[src/logic_ops_pkg.sv]
package logic_ops_pkg;
   // instruction bytes
   localparam logic [7:0] PREFIX_ED     = 8'hED;
   localparam logic [7:0] TEST_IMM_OP   = 8'h64;
   localparam logic [7:0] TEST_MEM_OP   = 8'h34;
   localparam logic [7:0] IO_TEST_OP    = 8'h74;
   localparam logic [7:0] XOR_REG_BASE  = 8'hA8;
   localparam logic [7:0] XOR_MEM_OP    = 8'hAE;
   localparam logic [7:0] XOR_IMM_OP    = 8'hEE;
   localparam logic [7:0] XOR_IDX_BASE  = 8'hAC;
   localparam logic [7:0] IDX_PFX_FIRST = 8'hDD;
   localparam logic [7:0] IDX_PFX_SECND = 8'hFD;
   localparam logic [7:0] WXOR_PAIR_BASE = 8'hAC;
   localparam logic [7:0] WXOR_IDX_OP   = 8'hAF;
   // operand source selection codes
   localparam logic [2:0] SRC_REG  = 3'h0;
   localparam logic [2:0] SRC_IMM  = 3'h1;
   localparam logic [2:0] SRC_MEM  = 3'h2;
   localparam logic [2:0] SRC_IDXB = 3'h3;
   localparam logic [2:0] SRC_IO   = 3'h4;
   localparam logic [2:0] SRC_PAIR = 3'h5;
   // flag bit positions
   localparam int FLAG_C = 0;
   localparam int FLAG_N = 1;
   localparam int FLAG_P = 2;
   localparam int FLAG_H = 4;
   localparam int FLAG_Z = 6;
   localparam int FLAG_S = 7;
   // execute cycles
   localparam logic [3:0] IO_TEST_BASE_CYC = 4'h3;
   localparam logic [3:0] MEM_BASE_CYC   = 4'h2;
   localparam logic [3:0] IDX_BASE_CYC   = 4'h4;
   localparam logic [3:0] SHORT_CYC      = 4'h2;
endpackage

[src/logic_flag_gen.sv]
`timescale 1ns/1ns
// combinational flags for byte/word logic results
module logic_flag_gen
   import logic_ops_pkg::*;
(
   input  wire logic [15:0] result_in,  // logic result
   input  wire logic        word_in,    // 1 = 16-bit result
   input  wire logic        half_in,    // half-carry value to report
   output logic      [7:0]  flags_out   // S Z - H - P N C
);
   logic [15:0] masked;
   // upper byte ignored for byte results
   always_comb begin
      masked = word_in ? result_in : {8'h00, result_in[7:0]};
      flags_out = 8'h00;
      flags_out[FLAG_S] = word_in ? masked[15] : masked[7];
      flags_out[FLAG_Z] = (masked == 16'h0000);
      flags_out[FLAG_H] = half_in;
      flags_out[FLAG_P] = ~(^masked);
   end
endmodule // logic_flag_gen

[src/logic_test_and_xor_ops.sv]
`timescale 1ns/1ns
module logic_test_and_xor_ops
   import logic_ops_pkg::*;
(
   input  wire logic        CLK_IN,          // core clock
   input  wire logic        RESETN_IN,       // async reset, active low
   input  wire logic        START_IN,        // decoded instruction valid pulse
   input  wire logic [7:0]  PREFIX_IN,       // first byte, or 00 when none
   input  wire logic [7:0]  OPCODE_IN,       // opcode byte
   input  wire logic [15:0] IMM_IN,          // immediate byte or word
   input  wire logic [7:0]  ACC_IN,          // accumulator
   input  wire logic [7:0]  REG8_IN,         // register selected by r field
   input  wire logic [7:0]  MEM_IN,          // memory operand byte
   input  wire logic [15:0] MEMW_IN,         // memory operand word
   input  wire logic        MEM_RDY_IN,      // memory operand valid
   input  wire logic [15:0] PRIMARY_PAIR_ACCUMULATOR_IN, // pair accumulator
   input  wire logic [15:0] FIRST_GENERAL_PAIR_IN,       // first pair
   input  wire logic [15:0] SECOND_GENERAL_PAIR_IN,      // second pair
   input  wire logic [15:0] FIRST_INDEX_REGISTER_IN,     // first index register
   input  wire logic [15:0] SECOND_INDEX_REGISTER_IN,    // second index register
   input  wire logic [7:0]  C_REG_IN,        // register C
   input  wire logic [7:0]  IO_DATA_IN,      // internal I/O read data
   input  wire logic        IO_RDY_IN,       // internal I/O read done
   input  wire logic [7:0]  FLAGS_IN,        // current flags
   output logic             BUSY_OUT,        // operation in progress
   output logic             DONE_OUT,        // one-cycle commit pulse
   output logic             ACC_WE_OUT,      // accumulator write
   output logic [7:0]       ACC_OUT,         // new accumulator
   output logic             PAIR_WE_OUT,     // pair accumulator write
   output logic [15:0]      PAIR_OUT,        // new pair accumulator
   output logic [7:0]       FLAGS_OUT,       // new flags
   output logic             IO_INT_RD_OUT,   // internal I/O read strobe
   output logic             IO_EXT_REQ_OUT,  // external I/O request, always low
   output logic [31:0]      ADDR_OUT,        // address bus drive
   output logic [3:0]       CYCLES_OUT,      // execute cycle count of last op
   output logic             ILLEGAL_OUT      // unrecognised opcode pulse
);
   typedef enum logic [2:0] {
      ST_IDLE = 3'b001,
      ST_WAIT = 3'b010,
      ST_DONE = 3'b100
   } state_e;

   typedef enum logic [1:0] {
      OP_BTEST = 2'h0, OP_IOTEST = 2'h1, OP_BXOR = 2'h2, OP_WXOR = 2'h3
   } op_e;

   typedef struct packed {
      state_e      state;
      op_e         op;
      logic [2:0]  src;
      logic [15:0] operand;
      logic [3:0]  cnt;
      logic        busy;
      logic        done;
      logic        acc_we;
      logic [7:0]  acc;
      logic        pair_we;
      logic [15:0] pair;
      logic [7:0]  flags;
      logic        io_rd;
      logic [31:0] addr;
      logic [3:0]  cycles;
      logic        illegal;
   } state_s;

   state_s      cur;
   state_s      next_cur;
   logic [15:0] result;
   logic        word_op;
   logic        half_val;
   logic [7:0]  gen_flags;
   logic [15:0] idx_word;

   // index register chosen by the y bit of the prefix
   function automatic logic [15:0] pick_index(input logic [7:0] pfx,
                                              input logic [15:0] xa,
                                              input logic [15:0] xb);
      pick_index = pfx[5] ? xb : xa;
   endfunction

   // chosen index register, shared by the byte and word index forms
   assign idx_word = pick_index(PREFIX_IN, FIRST_INDEX_REGISTER_IN, SECOND_INDEX_REGISTER_IN);

   // operand-ready value combined with accumulator, pair or I/O read data
   always_comb begin
      word_op  = (cur.op == OP_WXOR);
      half_val = (cur.op == OP_BTEST) || (cur.op == OP_IOTEST);
      case (cur.op)
         OP_BTEST:  result = {8'h00, ACC_IN & cur.operand[7:0]};
         OP_IOTEST: result = {8'h00, IO_DATA_IN & cur.operand[7:0]};
         OP_BXOR:   result = {8'h00, ACC_IN ^ cur.operand[7:0]};
         default:   result = PRIMARY_PAIR_ACCUMULATOR_IN ^ cur.operand;
      endcase
   end

   logic_flag_gen u_flags (
      .result_in (result),
      .word_in   (word_op),
      .half_in   (half_val),
      .flags_out (gen_flags)
   );

   // decode, wait for operand, commit result and flags together
   always_comb begin
      next_cur = cur;
      next_cur.done    = 1'b0;
      next_cur.acc_we  = 1'b0;
      next_cur.pair_we = 1'b0;
      next_cur.illegal = 1'b0;
      case (cur.state)
         ST_IDLE: begin
            if (START_IN) begin
               next_cur.state = ST_WAIT;
               next_cur.busy  = 1'b1;
               next_cur.cnt   = 4'h1;
               next_cur.src   = SRC_REG;
               next_cur.operand = {8'h00, REG8_IN};
               next_cur.cycles  = SHORT_CYC;
               if (PREFIX_IN == PREFIX_ED && OPCODE_IN == IO_TEST_OP) begin
                  next_cur.op  = OP_IOTEST;
                  next_cur.src = SRC_IO;
                  next_cur.operand = {8'h00, IMM_IN[7:0]};
                  next_cur.io_rd = 1'b1;
                  next_cur.addr  = {24'h000000, C_REG_IN};
                  next_cur.cycles = IO_TEST_BASE_CYC;
               end else if (PREFIX_IN == PREFIX_ED && OPCODE_IN[7:6] == 2'b00
                            && OPCODE_IN[2:0] == 3'b100) begin
                  next_cur.op = OP_BTEST;
                  if (OPCODE_IN == TEST_MEM_OP) begin
                     next_cur.src = SRC_MEM;
                     next_cur.cycles = MEM_BASE_CYC;
                  end
               end else if (PREFIX_IN == PREFIX_ED && OPCODE_IN == TEST_IMM_OP) begin
                  next_cur.op = OP_BTEST;
                  next_cur.operand = {8'h00, IMM_IN[7:0]};
               end else if (PREFIX_IN == PREFIX_ED && OPCODE_IN == XOR_MEM_OP) begin
                  next_cur.op = OP_WXOR;
                  next_cur.operand = IMM_IN;
               end else if (PREFIX_IN == PREFIX_ED && OPCODE_IN[7:2] == WXOR_PAIR_BASE[7:2]
                            && OPCODE_IN[1:0] != 2'b10) begin
                  next_cur.op = OP_WXOR;
                  next_cur.src = SRC_PAIR;
                  case (OPCODE_IN[1:0])
                     2'b00:   next_cur.operand = FIRST_GENERAL_PAIR_IN;
                     2'b01:   next_cur.operand = SECOND_GENERAL_PAIR_IN;
                     default: next_cur.operand = PRIMARY_PAIR_ACCUMULATOR_IN;
                  endcase
               end else if ((PREFIX_IN == IDX_PFX_FIRST) || (PREFIX_IN == IDX_PFX_SECND)) begin
                  next_cur.cycles = IDX_BASE_CYC;
                  if (OPCODE_IN == XOR_MEM_OP) begin
                     next_cur.op = OP_BXOR;
                     next_cur.src = SRC_MEM;
                  end else if (OPCODE_IN == XOR_IMM_OP) begin
                     next_cur.op = OP_WXOR;
                     next_cur.src = SRC_MEM;
                  end else if (OPCODE_IN == WXOR_IDX_OP) begin
                     next_cur.op = OP_WXOR;
                     next_cur.cycles = SHORT_CYC;
                     next_cur.operand = idx_word;
                  end else if (OPCODE_IN[7:1] == XOR_IDX_BASE[7:1]) begin
                     next_cur.op = OP_BXOR;
                     next_cur.cycles = SHORT_CYC;
                     next_cur.src = SRC_IDXB;
                     // w=0 high byte, w=1 low byte
                     next_cur.operand = OPCODE_IN[0] ? {8'h00, idx_word[7:0]}
                                                     : {8'h00, idx_word[15:8]};
                  end else begin
                     next_cur.state = ST_IDLE;
                     next_cur.busy = 1'b0;
                     next_cur.illegal = 1'b1;
                  end
               end else if (PREFIX_IN == 8'h00 && OPCODE_IN[7:3] == XOR_REG_BASE[7:3]) begin
                  next_cur.op = OP_BXOR;
                  if (OPCODE_IN == XOR_MEM_OP) begin
                     next_cur.src = SRC_MEM;
                     next_cur.cycles = MEM_BASE_CYC;
                  end
               end else if (PREFIX_IN == 8'h00 && OPCODE_IN == XOR_IMM_OP) begin
                  next_cur.op = OP_BXOR;
                  next_cur.operand = {8'h00, IMM_IN[7:0]};
               end else begin
                  next_cur.state = ST_IDLE;
                  next_cur.busy = 1'b0;
                  next_cur.illegal = 1'b1;
               end
            end
         end
         ST_WAIT: begin
            // waits only count up cnt; CYCLES_OUT keeps its base value
            if (cur.src == SRC_MEM && !MEM_RDY_IN) begin
               next_cur.cnt = cur.cnt + 4'h1;
            end else if (cur.src == SRC_IO && !IO_RDY_IN) begin
               next_cur.cnt = cur.cnt + 4'h1;
            end else begin
               next_cur.state = ST_DONE;
               if (cur.src == SRC_MEM) begin
                  next_cur.operand = (cur.op == OP_WXOR) ? MEMW_IN : {8'h00, MEM_IN};
               end
            end
         end
         ST_DONE: begin
            // flags and result land in one cycle
            next_cur.state   = ST_IDLE;
            next_cur.busy    = 1'b0;
            next_cur.done    = 1'b1;
            next_cur.io_rd   = 1'b0;
            next_cur.addr    = 32'h00000000;
            next_cur.acc_we  = (cur.op == OP_BXOR);
            next_cur.pair_we = (cur.op == OP_WXOR);
            next_cur.acc     = result[7:0];
            next_cur.pair    = result;
            next_cur.flags   = {gen_flags[7:6], FLAGS_IN[5], gen_flags[4], FLAGS_IN[3],
                                gen_flags[2], 2'b00};
            if (cur.op == OP_BXOR) begin
               next_cur.flags[FLAG_N] = FLAGS_IN[FLAG_N];
               next_cur.flags[FLAG_C] = FLAGS_IN[FLAG_C];
            end
         end
         default: next_cur.state = ST_IDLE;
      endcase
   end

   // single state register
   always_ff @(posedge CLK_IN or negedge RESETN_IN) begin
      if (!RESETN_IN) begin
         cur <= '{state: ST_IDLE, op: OP_BTEST, default: '0};
      end else begin
         cur <= next_cur;
      end
   end

   assign BUSY_OUT       = cur.busy;
   assign DONE_OUT       = cur.done;
   assign ACC_WE_OUT     = cur.acc_we;
   assign ACC_OUT        = cur.acc;
   assign PAIR_WE_OUT    = cur.pair_we;
   assign PAIR_OUT       = cur.pair;
   assign FLAGS_OUT      = cur.flags;
   assign IO_INT_RD_OUT  = cur.io_rd;
   assign IO_EXT_REQ_OUT = 1'b0;
   assign ADDR_OUT       = cur.addr;
   assign CYCLES_OUT     = cur.cycles;
   assign ILLEGAL_OUT    = cur.illegal;

   // checks
   a_test_no_write: assert property (@(posedge CLK_IN) disable iff (!RESETN_IN)
      (DONE_OUT && cur.op == OP_BTEST) |-> !ACC_WE_OUT && !PAIR_WE_OUT)
      else $error("byte test wrote a register");
   a_io_addr_hi: assert property (@(posedge CLK_IN) disable iff (!RESETN_IN)
      IO_INT_RD_OUT |-> ADDR_OUT[31:8] == 24'h000000)
      else $error("upper address not zero");
   a_io_no_ext: assert property (@(posedge CLK_IN) disable iff (!RESETN_IN)
      !IO_EXT_REQ_OUT) else $error("external io started");
   a_io_flags: assert property (@(posedge CLK_IN) disable iff (!RESETN_IN)
      (DONE_OUT && cur.op == OP_IOTEST) |-> FLAGS_OUT[FLAG_H] && !FLAGS_OUT[FLAG_N]
      && !FLAGS_OUT[FLAG_C]) else $error("io test flags wrong");
   a_xor_half_clr: assert property (@(posedge CLK_IN) disable iff (!RESETN_IN)
      ACC_WE_OUT |-> !FLAGS_OUT[FLAG_H] && FLAGS_OUT[FLAG_Z] == (ACC_OUT == 8'h00))
      else $error("byte xor flags wrong");
   a_word_flags: assert property (@(posedge CLK_IN) disable iff (!RESETN_IN)
      PAIR_WE_OUT |-> FLAGS_OUT[FLAG_S] == PAIR_OUT[15] && !FLAGS_OUT[FLAG_C]
      && FLAGS_OUT[FLAG_P] == ~(^PAIR_OUT)) else $error("word xor flags wrong");
   a_commit_pulse: assert property (@(posedge CLK_IN) disable iff (!RESETN_IN)
      (ACC_WE_OUT || PAIR_WE_OUT) |-> DONE_OUT ##1 !DONE_OUT)
      else $error("write not aligned with commit");
   a_io_start: assert property (@(posedge CLK_IN) disable iff (!RESETN_IN)
      (START_IN && !BUSY_OUT && PREFIX_IN == PREFIX_ED && OPCODE_IN == IO_TEST_OP)
      |=> IO_INT_RD_OUT && CYCLES_OUT == IO_TEST_BASE_CYC)
      else $error("io test decode wrong");
   c_xor: cover property (@(posedge CLK_IN) ACC_WE_OUT);
   c_word_xor: cover property (@(posedge CLK_IN) PAIR_WE_OUT);
   c_io_test: cover property (@(posedge CLK_IN) DONE_OUT && cur.op == OP_IOTEST);
   c_illegal: cover property (@(posedge CLK_IN) ILLEGAL_OUT);
endmodule // logic_test_and_xor_ops

[config.mk]
export PLATFORM = sky130hd
export DESIGN_NAME = logic_test_and_xor_ops
export DESIGN_NICKNAME = d
export VERILOG_FILES = /design/src/logic_ops_pkg.sv /design/src/logic_flag_gen.sv /design/src/logic_test_and_xor_ops.sv
export SDC_FILE = /design/constraint.sdc
export NUM_CORES = 1
export LEC_CHECK = 0
export ABC_CLOCK_PERIOD_IN_PS = 2400
export BUFFER_PORTS_ARGS = -buffer_cell sky130_fd_sc_hd__buf_2
export CAP_MARGIN = 20
export CORE_MARGIN = 4
export CORE_UTILIZATION = 39
export CTS_CLUSTER_SIZE = 20
export DETAILED_ROUTE_END_ITERATION = 16
export HOLD_SLACK_MARGIN = 0.02
export PLACE_DENSITY_LB_ADDON = 0.2
export SYNTH_ARGS = -nofsm -noshare
export SYNTH_HDL_FRONTEND = slang
export SYNTH_SLANG_ARGS = --single-unit
[constraint.sdc]
create_clock -name CLK_IN -period 2.4 [get_ports CLK_IN]
set_clock_uncertainty 0.05 [all_clocks]
set_input_delay 0.48 -clock CLK_IN [delete_from_list [all_inputs] [get_ports CLK_IN]]
set_output_delay 0.48 -clock CLK_IN [all_outputs]
set_load 0.01 [all_outputs]
Word level (Yosys, flattened, before mapping)
Index checks and enable logic that the tools add are counted.
{ "word_totals": {"ff_bits": 102, "out_inout_bits": 75, "inputBits": 181, "wordCells": 174} }
{ "op_classes": {"add_sub_neg": 1, "n_eq_ne": 30, "n_reduce_logical": 31, "bitwise_logic": 5, "muxes": 91} }
{ "ops": {"columns": ["op", "count"], "rows": [
  ["$mux 16", 12],
  ["$mux 21", 5],
  ["$pmux 33 s2", 1],
  ["$eq 8x8->1 const B", 6],
  ["$pmux 16 s3", 1],
  ["$mux 3", 14],
  ["$pmux 20 s2", 1],
  ["$mux 38", 1],
  ["$mux 35", 1],
  ["$mux 5", 7],
  ["$mux 33", 1],
  ["$pmux 16 s2", 1],
  ["$mux 29", 1],
  ["$mux 2", 13],
  ["$mux 24", 1],
  ["$mux 4", 6],
  ["$mux 8", 3],
  ["$mux 1", 20],
  ["$and 8x8->8", 2],
  ["$eq 8x7->1 const B", 2],
  ["$logic_not 16->1", 1],
  ["$reduce_xor 16->1", 1],
  ["$xor 16x16->16", 1],
  ["$ne 12x12->1 const B", 1],
  ["other kinds (27)", 55]
]} }

Depth between registers and ports, before layout
Gate-level depths: netlist of run 1.
{ "logic_depth": {"depth_word": 16, "mapped_depth": 10, "ltp_nobuf": 9} }

Hierarchy
From an unflattened synthesis of run 1, not the netlist that was laid out.
{ "unflattened": {"hier_cells": 697, "area_unflattened_um2": 5769.3} }
{ "modules_own_cells": {"columns": ["module", "cells_each", "area_each_um2", "n_inst", "seq_area_each_um2"], "rows": [
  ["logic_test_and_xor_ops", 655, 5480.3, 1, 1627.8],
  ["logic_flag_gen", 42, 289.0, 1, 0.0]
]} }

Worst setup path before layout of run 1
OpenSTA, ideal clock, no wires.
{ "synth_path": {"kind": "register -> register", "startpoint": "reg cur[97] (netlist bit)", "endpoint": "reg cur, in the netlist FLAGS_OUT[2]", "setup_time_ns": 0.134, "setup_slack_ns": -0.212, "t_arrival_ns": 2.428, "required_ns": 2.216, "n_path_buf": 3, "period_less_slack_ns": 2.612, "stages_incl_launch_ff": 11, "path_cell_list": "dfrtp_1 > clkbuf_1 > and2_1 > clkbuf_1 > clkbuf_1 > nand2_1 > ha_1 > xor2_1 > xnor2_1 > xnor2_1 > o21ai_0"} }
{ "synth_between": {"elab_chain_len": 5, "word_cells_on_any_way": 8, "cone_classes": "eq/ne: 3; mux: 2; bitwise: 1; reduce/logical: 2"} }
{ "synth_rtl": {"columns": ["element", "line_no", "text"], "rows": [
  ["start, declared", "logic_test_and_xor_ops.sv:67", "state_s cur;"],
  ["start signal, assigned", "logic_test_and_xor_ops.sv:229", "cur <= next_cur;"],
  ["$eq 2x2->1 (tied with other cells)", "logic_test_and_xor_ops.sv:89", "case (cur.op)"],
  ["$pmux 16 s3", "logic_test_and_xor_ops.sv:89", null],
  ["$mux 16 (*)", "logic_flag_gen.sv:14", "masked = word_in ? result_in : {8'h00, result_in[7:0]};"],
  ["$reduce_xor 16->1 (*)", "logic_flag_gen.sv:19", "flags_out[FLAG_P] = ~(^masked);"],
  ["$not 1->1 (*)", "logic_flag_gen.sv:19", null]
]} }
Every way passes the cells marked *; elsewhere a longest branch is shown, timed or not.
A chain may end at the register's enable or synchronous reset.

Worst setup path after layout of run 1
Ends and elaborated chain as after synthesis.

==> results.txt, run 1 <==
Wires add up to roughly 18000 um. The share of async-settable or async-resettable flops after synthesis is 100%. The maximum number of pins on one net before global-route repair is 39.

The final weighted congestion in routability-driven placement is between 0.8 and 0.9. Once the floorplan was initialized, standard cells occupied about 40% of the core. The overflow left after global routing came out at 0.

Summed over all cells, the static leakage comes to roughly 3.2 nW. The total number of vias came out at 5293. The residual DRC count is 0. The number of synthesized flops with an enable pin is 0.

The run finished with clean final reports. Wire segments on met3 add up to 1320 um in the final route. The area of the placeable core came out at 13300 sq um. The combined area of all synthesized cells is roughly 5400 sq um. The later pin in the worst-skew pair is clocked with a latency of 340 ps. The maximum buffer depth of the clock tree is 2. The final hold violation count came out at 0. The final-report max-slew violation count is 0. Counting every sink on the clock net gives 65. The initial antenna violation count came out at 1. The die covers 15700 sq um. The most numerous cell on the critical path is xnor2_1.

Of all nets on the critical path, the largest fanout is 8. In this run, the number of DRC markers left after iteration 0 of detailed routing was between 300 and 400. The endpoint class of the critical path is a flip-flop.

The number of buffers and inverters on the critical path came out at 1. Buffers inserted during clock tree synthesis total 9. At the worst endpoint, the arrival time is ~2500 ps. The endpoint of the worst-slack reg-to-reg timing path is FLAGS_OUT[2]. After synthesis, flip-flops and latches occupy a little over 30% of the total area. The total power per unit cell area came out at 501 nW/um^2. The transition time at the pin with the least slew margin is 703 ps. Signal routing reaches up to met5.

The via count normalized by instance count is ~5.3. The total track usage came out at 22.5%. The mean instance size in the synthesized netlist is just under 9 sq um.

The count of filler cells inserted in the layout came out at approximately 1300. The clock tree from TritonCTS is yes. The die width is between 100 and 150 um. The number of rows created at floorplan is 42. The register-to-register setup slack came out at roughly 90 ps. The final clock period utilization by the worst path is between 90% and 100%. The flip-flop and latch count after synthesis is 65.

Timing would allow up to 433 MHz. The worst slew slack as a fraction of its limit is between 50% and 60%. The post-detailed-route count of antenna-violating nets is 0. The number of ports placed on the die boundary came out at ~260. The post-synthesis cell count is between 600 and 700. The number of port buffers is around 230.

The critical register-to-register path startpoint is cur[97]. The total of endpoints with negative setup slack in the final report came out at 0. The clock period minus final worst setup slack came out at 2310 ps. The number of warning messages in the yosys log came out at 0.

After the flow finishes, the layout carries non-filler instances totaling around 990. The number of nets in the final layout is roughly 1000. The number of cells after detailed placement came out at just under 1000.

In the final routing, the length of wire on met1 measures just under 8000 um. The synthesis-to-finish area growth came out at 29.1%. The largest vdd supply drop came out at between 300 and 400 uV. The cell at the root of the clock tree is clkbuf_16. The number of global-route vias before repair is around 5300.

In this run the worst hold path is classified as in -> async. The depth of the most critical reg-to-reg path came out at 10. The floorplan step set the die height to 125 um. Total power for the finished layout comes to 0.00347 W. The aggregate negative setup slack came out at 0 ps. The critical path goes through clkbuf_16 > mux2_2 > nand2_2 > o211ai_1 > o21a_1 > ha_1 > xnor2_2 > xnor2_1 > xnor2_1 > o21ai_1. At the worst endpoint, the required time is between 2000 and 3000 ps. The level count of the clock H-tree came out at 3. In this design, the stage delay of the slowest critical-path cell is around 430 ps. The count of different cell masters after synthesis is 57. Clock-pin slew was measured on the worst setup and hold paths at around 60 ps. The slowest stage of the critical path belongs to the cell dfrtp_2.

For this run, the leading register cell type out of synthesis is dfrtp_1. On the critical path the largest part of the delay comes from XOR/XNOR gates. The classification of the worst setup path is reg -> reg. The average wire per cell in the routed design is 18.5 um. After detailed routing, the met2 layer carries roughly 8800 um of wire. The number of hold-repair buffers added at the cts stage is 0. The number of optimization iterations in the first detailed-route pass is 6. The share of post-route cells with drive strength above 1 is 42.5%. The total half-perimeter wirelength after legalization and detailed placement came out at roughly 15000 um. The max-cap violation count is 0. STA classifies the critical path startpoint as a flip-flop. The global-route wire length before repair came out at roughly 28000 um.
## power breakdown
| part | leakage [nW] | total [W] | internal, W | switching, W |
|---|---|---|---|---|
| Clock | 0.170 | 0.00153 | 0.00102 | 0.000515 |
| Sequential | 0.750 | 0.00119 | 0.00115 | 0.0000430 |
| Combinational | 2.30 | 0.000747 | 0.000359 | 0.000388 |
| Total | 3.21 | 0.00347 | 0.00253 | 0.000946 |
## state kept, by name, indices dropped and copies added (netlist names), 3 cells and up
register / count
ADDR_OUT: 8
CYCLES_OUT: 3
PAIR_OUT: 9
FLAGS_OUT: 8
cur: 24
ACC_OUT: 7
## how the worst max path moves through the flow
| stage | start | cells past startpoint | endpoint | slack (ps) |
|---|---|---|---|---|
| 2_1_floorplan | PREFIX_IN[5] | 7 | cur[79] | 40 |
| 3_3_place_gp | PREFIX_IN[0] | 7 | cur[97] | -40 |
| 3_5_place_dp | PREFIX_IN[4] | 8 | cur[89] | -70 |
| 4_1_cts | cur[97] | 9 | FLAGS_OUT[2] | 50 |
| 5_1_grt | cur[97] | 10 | FLAGS_OUT[2] | -20 |
| 6_report | cur[97] | 10 | FLAGS_OUT[2] | 90 |
## metrics by stage
step | hold slack, ps | setup slack (ps) | instance area, sq um | util [%]
6_report | 41.1 | 90.9 | 6930 | 51.9
3_3_place_gp | 404 | -35.2 | 6500 | 48.7
3_5_place_dp | 418 | -65.1 | 6500 | 48.7
5_1_grt | 79.6 | -16.4 | 6920 | 51.9
4_1_cts | 58.7 | 53.4 | 6850 | 51.3
2_1_floorplan | 134 | 35.9 | 5460 | -
## logic make-up after synthesis
family / synth area share, %
simple gates: 16.0
compound gates: 19.9
flops: 30.3
fa+ha+maj: 1.87
buf+inv: 12.7
mux: 16.5
xor+xnor: 2.61
other cells: 0.0699
## placed cells by master, fill, tap and decap left out, types with 3 or more instances in the layout
cell,netlist,layout
xnor2_1,6,4
nor3b_1,4,4
nor2_1,27,27
mux2i_1,32,32
nor2b_1,7,7
mux2_2,32,32
o211ai_1,15,15
a211oi_1,7,7
o21ai_0,34,33
conb_1,1,26
nand2_1,80,79
or3_1,5,5
a22o_1,12,12
o21a_1,9,9
inv_1,4,4
a221oi_1,8,8
nand3_1,7,7
mux4_2,9,9
ha_1,8,7
or2_2,4,4
o2111ai_1,6,6
buf_2,1,225
nor3_1,14,14
nand4b_1,4,4
buf_4,69,44
a2111oi_0,7,7
nand2b_1,3,3
a21oi_1,22,22
nand4_1,6,6
bufinv_16,0,3
nor4_2,1,3
o22ai_1,15,15
clkbuf_16,0,10
dfrtp_1,64,63
a31oi_1,9,9
xor2_1,10,10
## metal layers
metal  vias up  track usage (%)
met5         -                0
met4         2             5.74
met3        23             5.03
met2       238             37.5
met1      2467             29.7
li1       2563                -
## cell type report
type,count,area (sq um),area share (%)
Antenna cell,1,2.50,0.0361
Timing Repair Buffer,272,1520,22.0
Multi-Input combinational cell,456,3190,46.1
Sequential cell,65,1630,23.5
Clock inverter,7,118,1.70
Clock buffer,9,225,3.25
Tap cell,176,220,3.18
Inverter,5,18.8,0.271
## Yosys cell counts (12+ instances only)
cell,n,area (sq um)
mux2i_1,32,320
dfrtp_1,64,1600
o211ai_1,15,113
o21ai_0,34,170
a21oi_1,22,110
a22o_1,12,105
buf_4,69,518
nand2_1,80,300
clkbuf_1,30,113
o22ai_1,15,93.8
nor2_1,27,101
nor3_1,14,70.1
mux2_2,32,360
## repair_timing
action / 4_1_cts / 5_1_grt
buffers inserted: 0 / 3
endpoints found under the setup margin: 0 / 1
resized for setup: 0 / 6
Note: power is estimated with default switching activity, not from simulation.
==> run 2, diff against run 1 <==
--- a/config.mk
+++ b/config.mk
@@ -5,15 +5,14 @@
 export SDC_FILE = /design/constraint.sdc
 export NUM_CORES = 1
 export LEC_CHECK = 0
-export ABC_CLOCK_PERIOD_IN_PS = 2400
 export BUFFER_PORTS_ARGS = -buffer_cell sky130_fd_sc_hd__buf_2
 export CAP_MARGIN = 20
 export CORE_MARGIN = 4
-export CORE_UTILIZATION = 39
+export CORE_UTILIZATION = 43
 export CTS_CLUSTER_SIZE = 20
 export DETAILED_ROUTE_END_ITERATION = 16
 export HOLD_SLACK_MARGIN = 0.02
-export PLACE_DENSITY_LB_ADDON = 0.2
+export PLACE_DENSITY = 0.87
 export SYNTH_ARGS = -nofsm -noshare
 export SYNTH_HDL_FRONTEND = slang
 export SYNTH_SLANG_ARGS = --single-unit
==> run 2 against run 1 <==
Effect of this change: power down 7.9%; flip-flop and latch count unchanged; maximum frequency down 3.8%; core utilization up 5.6 points; first-iteration DRC count up 40%; critical endpoint unchanged.
==> results.txt, run 2 (synthesis results as in run 1) <==
The residual DRC count is 0 (unchanged). Among all stages on the critical path, the largest delay is contributed by dfrtp_2. The die height was 120 um (-4.5%). The startpoint kind of the worst setup timing path is a flip-flop. The depth of the most critical reg-to-reg path is 10 (unchanged).

The total leakage power came out at 3.21 nW (-0.23%). The worst-skew pair later-pin latency is 320 ps (-20 ps). The total CTS buffers is 9 (unchanged). The largest driver fanout on the critical path is 6 (-2). The overflow left after global routing was 0 (unchanged). The tightest min-delay check is of the in -> async type. The critical path ends at FLAGS_OUT[2]. The number of rows created at floorplan is 40 (-4.8%). The total of endpoints with negative setup slack in the final report came out at 0 (unchanged). The critical path's largest stage delay came to 420 ps (about the same). The number of port buffers came out at 225 (unchanged). The tree is rooted in a clkbuf_16. The placement-stage worst setup slack came to -43.6 ps (+21.5 ps). The worst endpoint required time came out at 2550 ps (about the same). Traced cell by cell, the critical path runs through clkbuf_16 > buf_4 > mux2_2 > o211ai_1 > o21a_1 > ha_4 > xnor2_4 > xnor2_2 > xnor2_1 > o21ai_1.

The count of filler cells inserted in the layout is 1131 (-13%). The flip-flop count of the largest register after layout is 24 (unchanged). The share of post-route cells with drive strength above 1 came to 42.9% (+0.39 points). The number of nets in the final layout is 1000 (+0.20%). The area occupied by multi-input gates came out at 3240 sq um (+1.6%).

The final hold violation count came out at 0 (unchanged). The worst hold slack came out at 164 ps (+123 ps). TritonCTS built the clock tree. The initial antenna violation count is 0 (-1).

The number of global-route vias before repair is 5203 (-1.5%). The post-detailed-routing wire length came out at 19000 um (+3.4%). The initial core utilization was 44.3% (+4.1 points). The register-to-register setup slack was 0.7 ps (-90 ps).

The total track usage came to 25.0% (+2.5 points). The number of optimization iterations in the first detailed-route pass came out at 5 (-1). The transition time at the pin with the least slew margin is 720 ps (+17.0 ps). The number of DRC markers after the initial detailed-route iteration is 519 (+40%). Leaving out fill and tap cells, the most frequent cell in the layout is buf_2.

The max-cap violation count is 0 (unchanged). The maximum number of pins on one net before global-route repair came to 40 (+2.6%). Counting flops per register, the top entry is cur.

The worst endpoint data arrival time is 2550 ps (+80 ps). The number of ports placed on the die boundary came out at 256 (unchanged). The global-route wire length before repair is 28200 um (+0.30%). The maximum buffer depth of the clock tree was 2 (unchanged). The run finished with clean final reports.

In the layout the commonest cells are buf_2 (225), nand2_1 (79), dfrtp_1 (63), buf_4 (42), o21ai_0 (33). The number of sinks driven by the clock tree is 65 (unchanged). The average wire per cell in the routed design came out at 19.3 um (+4.2%). The level count of the clock H-tree came to 3 (unchanged). The via count normalized by instance count came out at 5.53 (+3.5%).

The total half-perimeter wirelength after legalization and detailed placement came to 15200 um (+1.3%). The area of the placeable core is 12100 sq um (-9.3%). The final weighted congestion in routability-driven placement came out at 0.939 (+6.8%). The final-report max-slew violation count is 0 (unchanged). The worst slew slack as a fraction of its limit came to 52.0% (-0.96 points). The count of antenna diodes in the layout came out at 0 (-1). The total power per unit cell area was 460 nW/um^2 (-8.3%). Tracing the worst setup path back leads to its startpoint at cur[97]. The synthesis-to-finish area growth is 29.7%. The die outline area came out at 14300 sq um (-8.7%). The total number of vias came out at 5438 (+2.7%).

The fmax was 417 MHz (-3.8%). In this run the critical register-to-register path is launched from cur[97]. The clock period minus final worst setup slack is 2400 ps (+90.2 ps).

Setup repair after global routing could not meet its margin everywhere. The final clock period utilization by the worst path is 100% (+3.8 points). The final non-filler cell total is 984 (-0.71%).

In this run the critical register-to-register path is captured at FLAGS_OUT[2]. The final worst slack is 0.678 ps (-90.2 ps). The number of cells after detailed placement came to 961 (-0.93%).

The endpoint class of the critical path is a flip-flop. The die width came out at 120 um (-4.5%). The CTS clock-pin slew for the worst setup and hold paths came out at 60 ps (about the same).

The post-detailed-route count of antenna-violating nets was 0 (unchanged). The critical path is of the reg -> reg type. The largest vdd supply drop is 320 uV (-8.4%). The register area came to 1630 sq um (unchanged).
[run 2: power by group]
part	internal, W	switching [W]
logic	0.000393	0.000406
clock network	0.000727	0.000474
registers	0.00115	0.0000465
total	0.00227	0.000927
[run 2: layout make-up]
type	count	share of cell area (%)
clock buffers	12	3.54
clock inverters	4	0.414
inverters	5	0.270
multi-input cells	456	46.6
flip-flops and latches	65	23.4
well taps	168	3.02
repair buffers	274	22.7
[run 2: critical path: cells and delay by family (launching register included)]
kind	cells	cell delay, ps
flip-flops	1	420
multiplexers	1	340
AO/OA/AOI/OAI	3	500
adder cells (fa/ha/maj)	1	230
XOR/XNOR	3	420
buffers and inverters	2	310
[run 2: worst min path at each step]
stage	end	slack [ps]	cells past startpoint
after floorplan	ACC_OUT[0]	130	0
after global placement	IO_INT_RD_OUT	400	1
after detailed placement	FLAGS_OUT[3]	410	2
after CTS	cur[91]	160	1
after global routing	cur[79]	210	1
final	cur[79]	160	1
[run 2: routing by layer]
layer	vias to the layer above	global-route usage, %	wire length [um]
met5	-	0	0
met4	0	8.09	398
met1	2554	32.6	7720
met2	290	41.8	9260
li1	2564	-	-
met3	30	4.76	1610
[run 2: timing repair]
action,CTS,global route
endpoints found under the setup margin,0,2
hold buffers,0,0
buffers inserted,0,5
gates resized for setup,0,15
[run 2: per-stage QoR]
stage	util [%]	instance area [sq um]	setup TNS (ps)	power [W]
finish	57.5	6960	0	0.00320
global placement	53.7	6500	-25.0	0.00190
global route	57.5	6960	-52.0	0.00333
floorplan	-	5460	0	0.00163
CTS	56.0	6780	0	0.00312
detailed placement	53.7	6500	-70.8	0.00192
